[config.mk]
export PLATFORM = sky130hd
export DESIGN_NAME = sbp_port
export DESIGN_NICKNAME = d
export VERILOG_FILES = /design/src/hw/sbp_pkg.sv /design/src/hw/sbp_port.sv
export SDC_FILE = /design/constraint.sdc
export NUM_CORES = 1
export LEC_CHECK = 0
export ABC_AREA = 1
export BUFFER_PORTS_ARGS = -buffer_cell sky130_fd_sc_hd__buf_2
export CORE_MARGIN = 3
export CORE_UTILIZATION = 43
export DETAILED_ROUTE_END_ITERATION = 8
export GPL_ROUTABILITY_DRIVEN = 1
export MAX_ROUTING_LAYER = met4
export PLACE_DENSITY = 0.95
export SYNTH_ARGS = -nofsm -noshare
export SYNTH_HDL_FRONTEND = slang
export SYNTH_SLANG_ARGS = --single-unit
[constraint.sdc]
create_clock -name CLK_I -period 1.8 [get_ports CLK_I]
set_clock_uncertainty 0.05 [all_clocks]
set_input_delay 0.09 -clock CLK_I [delete_from_list [all_inputs] [get_ports CLK_I]]
set_output_delay 0.09 -clock CLK_I [all_outputs]
set_load 0.005 [all_outputs]
[src/hw/sbp_pkg.sv]
// Constants for the eight-bit shared I/O port.
package sbp_pkg;

  // ----------------------------------------
  // Register map
  // ----------------------------------------
  localparam logic [19:0] SBP_DIR_ADDR = 20'hEE00A;
  localparam logic [19:0] SBP_DATA_ADDR = 20'hFFFDA;
  localparam logic [19:0] SBP_CFG_ADDR = 20'hFFFE0;
  localparam logic [7:0] SBP_DIR_RST = 8'h00;
  localparam logic [7:0] SBP_DATA_RST = 8'h00;
  localparam logic [7:0] SBP_CFG_RST = 8'h00;
  localparam logic [31:0] SBP_DIR_READ = 32'h000000FF;
  localparam int SBP_TOP_PIN = 7;
  localparam logic [2:0] SBP_MODE_LAST_EXT = 3'h5;

endpackage

[src/hw/sbp_port.sv]
// Eight-bit shared I/O port with APB register access.
`timescale 1ns/1ps
module sbp_port (
  input wire logic CLK_I,
  input wire logic SRST_I,
  input wire logic HW_STBY_I,
  input wire logic SW_STBY_I,
  input wire logic [2:0] MODE_I,
  input wire logic [31:0] PADDR_I,
  input wire logic PSEL_I,
  input wire logic PENABLE_I,
  input wire logic PWRITE_I,
  input wire logic [31:0] PWDATA_I,
  input wire logic [3:0] PSTRB_I,
  output logic [31:0] PRDATA_O,
  output logic PREADY_O,
  output logic PSLVERR_O,
  input wire logic [7:0] PAT_OUT_I,
  input wire logic [7:0] PAT_EN_I,
  input wire logic [7:0] TMR_OUT_I,
  input wire logic [7:0] TMR_OE_I,
  input wire logic [7:0] CS_OUT_I,
  input wire logic [7:0] CS_EN_I,
  input wire logic [7:0] PIN_IN_I,
  output logic [7:0] TMR_IN_O,
  output logic [7:0] PIN_OUT_O,
  output logic [7:0] PIN_OE_O
);
  import sbp_pkg::*;

  // ----------------------------------------
  // Register file
  // ----------------------------------------
  logic [7:0] dir_q, dir_d;
  logic [7:0] data_q, data_d;
  logic [7:0] cfg_q, cfg_d;
  logic [31:0] rdata_q, rdata_d;
  logic [7:0] port_read;
  logic wr_en, rd_en, hit_dir, hit_data, hit_cfg, err;
  logic ext_mode;

  assign wr_en = PSEL_I && PENABLE_I && PWRITE_I && PSTRB_I[0];
  assign rd_en = PSEL_I && !PENABLE_I && !PWRITE_I;
  // Register offsets are word indices; the byte address is four times the index.
  assign hit_dir = PADDR_I == {10'h000, SBP_DIR_ADDR, 2'b00};
  assign hit_data = PADDR_I == {10'h000, SBP_DATA_ADDR, 2'b00};
  assign hit_cfg = PADDR_I == {10'h000, SBP_CFG_ADDR, 2'b00};
  assign err = !(hit_dir || hit_data || hit_cfg);
  assign ext_mode = MODE_I <= SBP_MODE_LAST_EXT;

  always_comb begin
    dir_d = dir_q;
    data_d = data_q;
    cfg_d = cfg_q;
    rdata_d = rdata_q;
    if (SRST_I || HW_STBY_I) begin
      dir_d = SBP_DIR_RST;
      data_d = SBP_DATA_RST;
      cfg_d = SBP_CFG_RST;
      rdata_d = 32'h00000000;
    end else begin
      if (wr_en && hit_dir) begin
        dir_d = PWDATA_I[7:0];
      end
      if (wr_en && hit_data) begin
        data_d = PWDATA_I[7:0];
      end
      if (wr_en && hit_cfg) begin
        cfg_d = PWDATA_I[7:0];
      end
      if (rd_en) begin
        if (hit_dir) begin
          rdata_d = SBP_DIR_READ;
        end else if (hit_data) begin
          rdata_d = {24'h000000, port_read};
        end else if (hit_cfg) begin
          rdata_d = {24'h000000, cfg_q};
        end else begin
          rdata_d = 32'h00000000;
        end
      end
    end
  end

  // Software standby changes nothing here, so settings and drive persist.
  always_ff @(posedge CLK_I) begin
    dir_q <= dir_d;
    data_q <= data_d;
    cfg_q <= cfg_d;
    rdata_q <= rdata_d;
  end

  assign PRDATA_O = rdata_q;
  assign PREADY_O = 1'b1;
  assign PSLVERR_O = PSEL_I && PENABLE_I && err;

  // ----------------------------------------
  // Pin multiplexing
  // ----------------------------------------
  // Config bits enable pattern, timer and chip-select claims per pin.
  genvar g;
  generate
    for (g = 0; g < 8; g++) begin : g_pin
      logic pat_sel, cs_sel, tmr_sel;
      assign port_read[g] = dir_q[g] ? data_q[g] : PIN_IN_I[g];
      assign pat_sel = PAT_EN_I[g] && dir_q[g] && cfg_q[0];
      assign cs_sel = CS_EN_I[g] && ext_mode && cfg_q[1];
      assign tmr_sel = TMR_OE_I[g] && cfg_q[2];
      always_comb begin
        if (SRST_I || HW_STBY_I) begin
          PIN_OUT_O[g] = 1'b0;
          PIN_OE_O[g] = 1'b0;
        end else if (cs_sel) begin
          PIN_OUT_O[g] = CS_OUT_I[g];
          PIN_OE_O[g] = 1'b1;
        end else if (tmr_sel) begin
          PIN_OUT_O[g] = TMR_OUT_I[g];
          PIN_OE_O[g] = 1'b1;
        end else if (pat_sel) begin
          PIN_OUT_O[g] = PAT_OUT_I[g];
          PIN_OE_O[g] = 1'b1;
        end else begin
          PIN_OUT_O[g] = data_q[g];
          PIN_OE_O[g] = dir_q[g];
        end
      end
    end
  endgenerate

  assign TMR_IN_O = PIN_IN_I;

  // ----------------------------------------
  // Assertions
  // ----------------------------------------
  a_dir_reads_ones: assert property (@(posedge CLK_I) disable iff (SRST_I)
    (rd_en && hit_dir && !HW_STBY_I) |=> PRDATA_O == SBP_DIR_READ)
    else $error("Direction read did not return all ones.");
  a_gpio_drive: assert property (@(posedge CLK_I) disable iff (SRST_I)
    (!HW_STBY_I && !CS_EN_I[0] && !TMR_OE_I[0] && !PAT_EN_I[0] && dir_q[0])
    |-> PIN_OE_O[0] && PIN_OUT_O[0] == data_q[0])
    else $error("Output pin does not drive data bit.");
  a_input_float: assert property (@(posedge CLK_I) disable iff (SRST_I)
    (!HW_STBY_I && !CS_EN_I[1] && !TMR_OE_I[1] && !dir_q[1]) |-> !PIN_OE_O[1])
    else $error("Input pin is driven.");
  a_stby_clear: assert property (@(posedge CLK_I)
    HW_STBY_I |=> dir_q == SBP_DIR_RST && data_q == SBP_DATA_RST)
    else $error("Hardware standby did not clear registers.");
  a_read_mix: assert property (@(posedge CLK_I) disable iff (SRST_I)
    (rd_en && hit_data && !HW_STBY_I)
    |=> PRDATA_O[7:0] == (($past(dir_q) & $past(data_q)) | (~$past(dir_q) & $past(PIN_IN_I))))
    else $error("Port read mixes wrong sources.");
  a_swstby_keep: assert property (@(posedge CLK_I) disable iff (SRST_I)
    (SW_STBY_I && !HW_STBY_I && !PSEL_I) |=> $stable(dir_q) && $stable(data_q))
    else $error("Software standby lost settings.");
  a_write_data: assert property (@(posedge CLK_I) disable iff (SRST_I)
    (wr_en && hit_data && !HW_STBY_I) |=> data_q == $past(PWDATA_I[7:0]))
    else $error("Data write not stored.");
  a_pat_top: assert property (@(posedge CLK_I) disable iff (SRST_I)
    (!HW_STBY_I && !CS_EN_I[7] && !TMR_OE_I[7] && cfg_q[0] && PAT_EN_I[7] && dir_q[7])
    |-> PIN_OE_O[7] && PIN_OUT_O[7] == PAT_OUT_I[7])
    else $error("Top pin pattern output wrong.");

endmodule

==> flow_summary.toml <==
[run_status]
status = "finished, final reports clean"

[critical_path]
critPathCaptureType = "primary output"
startpoint_type = "flop"
cp_data_arrival_time_ns = 1.44
cp_max_fo = 8
critical_path_required_ns = 1.66
path_class = "reg2out"

[sta]
hold_violations = 0
rsz0062_at_grt = "false"
worst_pin_slew_ns = 0.573
fin_crit_ns = 1.58
max_freq_mhz = 631
finalSetupViolCount = 0
relSlewSlack_pct = 61.7
holdWs_ns = 0.0115
finalCritPeriodShare_pct = 88.0
final_max_slew_viol_count = 0
finalSetupTns_ns = 0

[synth]
synthCells = 443
syn_avg_cell_area_um2 = 5.95
synth_flop_cell = "dfxtp_1"
synth-seq-cells = 32
yosysWarnings = 0
syn_area_um2 = 2640
ys_types = 26
synth_edf_count = 0
yosysSeqAreaShare_pct = 24.3
ys_async_sr_fraction_pct = 0

[final_layout]
diodes = 0
syn_to_final_growth_pct = 26.2
num-fill-cells = 548
regArea_um2 = 643
multi_input_area_um2 = 1540
nNetsFinal = 706
drive_gt1_share_pct = 30.0
design_area_um2 = 3330

[power]
power_switching_mw = 0.395
internal_power_mw = 1.14
p_leak_nw = 1.84
p_clk_share_pct = 36.9
p_seq_share_pct = 46.4
switching_share_pct = 25.7
p_per_area_nw_per_um2 = 462
ir_worst_vdd_mv = 0.279
p_comb_share_pct = 16.7

[floorplan]
fp.dieH_um = 84.3
row_count = 27
start_util_pct = 46.2
dieArea_um2 = 7110
core_region_area_um2 = 5710
die_width_um = 84.3
io_pins = 192

[cts]
cts_sinks = 32
path_clk_slew_ns = 0.07
clkLatencyLatePin_ns = 0.29
ctsHtreeMaxLevel = 2
cts_inserted_buffers = 5
cts_tree = "built"
clockBufferDepth = 2
postCtsSetupBuffers = 0
clockRootBuffer = "clkbuf_8"

[global_routing]
grt_pass1_vias = 2807
grt_overflow = 0
grt_first_pass_wirelength_um = 11900
grt_antenna_before_repair = 0
grt_use_total_pct = 20.6
grt_max_degree = 17

[routing]
antenna_left = 0
dr.pass1.iters = 4
drt-total-wl_um = 7410
wl_per_cell_um = 11.5
drt_iter0_drc = 162
vias_per_cell = 4.79
drc = 0
via_count = 3088

[placed_design]
place.gp.congestion = 0.860
dp_hpwl_um = 5930
port_buffers = 137
place_area_um2 = 3230

[min_path]
hold_class = "in2reg"

[run]
cap_violations = 0
==> placed cells by master (no fill, tap or decap), types with 4 or more instances in the layout <==
cell,count
nor2_4,4
nand2_2,4
nand2_1,119
o21a_1,7
dfxtp_1,30
clkbuf_8,6
a21oi_1,15
nand3b_1,8
nand3_1,36
nor2_1,57
buf_2,137
conb_1,25
nor2_2,4
a31oi_1,15
o21ai_0,23
inv_1,60
buf_4,5
==> worst max-delay path, stage by stage (launching register included) <==
cell     delay, ns
dfxtp_1       0.33
inv_1         0.06
a21oi_1       0.11
buf_4         0.19
nand2_1       0.10
o21ai_0       0.16
a31oi_1       0.07
buf_2         0.14
==> final timing paths <==
path                  end  depth (start not counted)  slack [ns]   startpoint
max          PIN_OUT_O[6]                          7        0.22     cfg_q[1]
max reg2reg   PRDATA_O[4]                          6        0.71     dir_q[4]
min              dir_q[2]                          3        0.01  PWDATA_I[2]
min reg2reg      cfg_q[1]                          2        0.41     cfg_q[1]
==> per-layer routing <==
metal / GRT usage, % / wire length [µm]
met1: 23.4 / 2840
met5: - / 0
met3: 3.73 / 647
met2: 36.2 / 3820
met4: 6.73 / 110
==> timing repair <==
item                                    4_1_cts  5_1_grt
endpoints found under the setup margin        0        7
hold buffers                                  0        0
resized for setup                             0        2
==> cell type report <==
type | instances | share of cell area, %
multi-input combinational | 327 | 46.2
timing repair buffer | 142 | 21.7
clock inverter | 2 | 0.301
inverter | 64 | 7.22
tap | 72 | 2.71
clock buffer | 6 | 2.48
sequential | 32 | 19.3
==> cell families (layout without fill, tap and decap cells) <==
logic type / count (synthesis) / in the layout / share of synthesized area (%)
compound gates: 63 / 63 / 13.6
buf+inv: 107 / 214 / 20.7
flops: 32 / 32 / 24.3
other cells: 2 / 25 / 0.285
simple gates: 239 / 239 / 41.1
==> metrics by stage <==
stage          power, mW  worst slack, ns  utilization (%)  instances
2_1_floorplan      0.874            0.583                -        466
3_5_place_dp       0.984            0.248             56.6        637
4_1_cts             1.55           0.0323             58.3        645
6_report            1.54            0.215             58.3        645
3_3_place_gp       0.978            0.298             56.6        637
5_1_grt             1.61           0.0765             58.3        645
==> state kept, by name, summed over array words and instances (netlist names) <==
register  cells
PRDATA_O      8
cfg_q         8
data_q        8
dir_q         8
==> power groups by stage <==
stage	registers, mW	logic [mW]	clock network (mW)
after floorplan	0.730	0.144	0
after global placement	0.729	0.248	0
after detailed placement	0.729	0.254	0
after CTS	0.713	0.255	0.581
after global routing	0.713	0.289	0.611
final	0.714	0.256	0.566
==> cell usage after synthesis, drive strengths merged, types with 5 or more instances <==
library cell	n	area [µm²]
buf	38	288
dfxtp	32	641
inv	63	236
a31oi	15	93.8
nand3b	8	60.1
nor2	67	322
o21ai	23	115
a21oi	15	75.1
nand3	36	180
clkbuf	5	18.8
o21a	7	52.6
nand2	125	494
No activity file was read; power rests on OpenSTA's default activity.
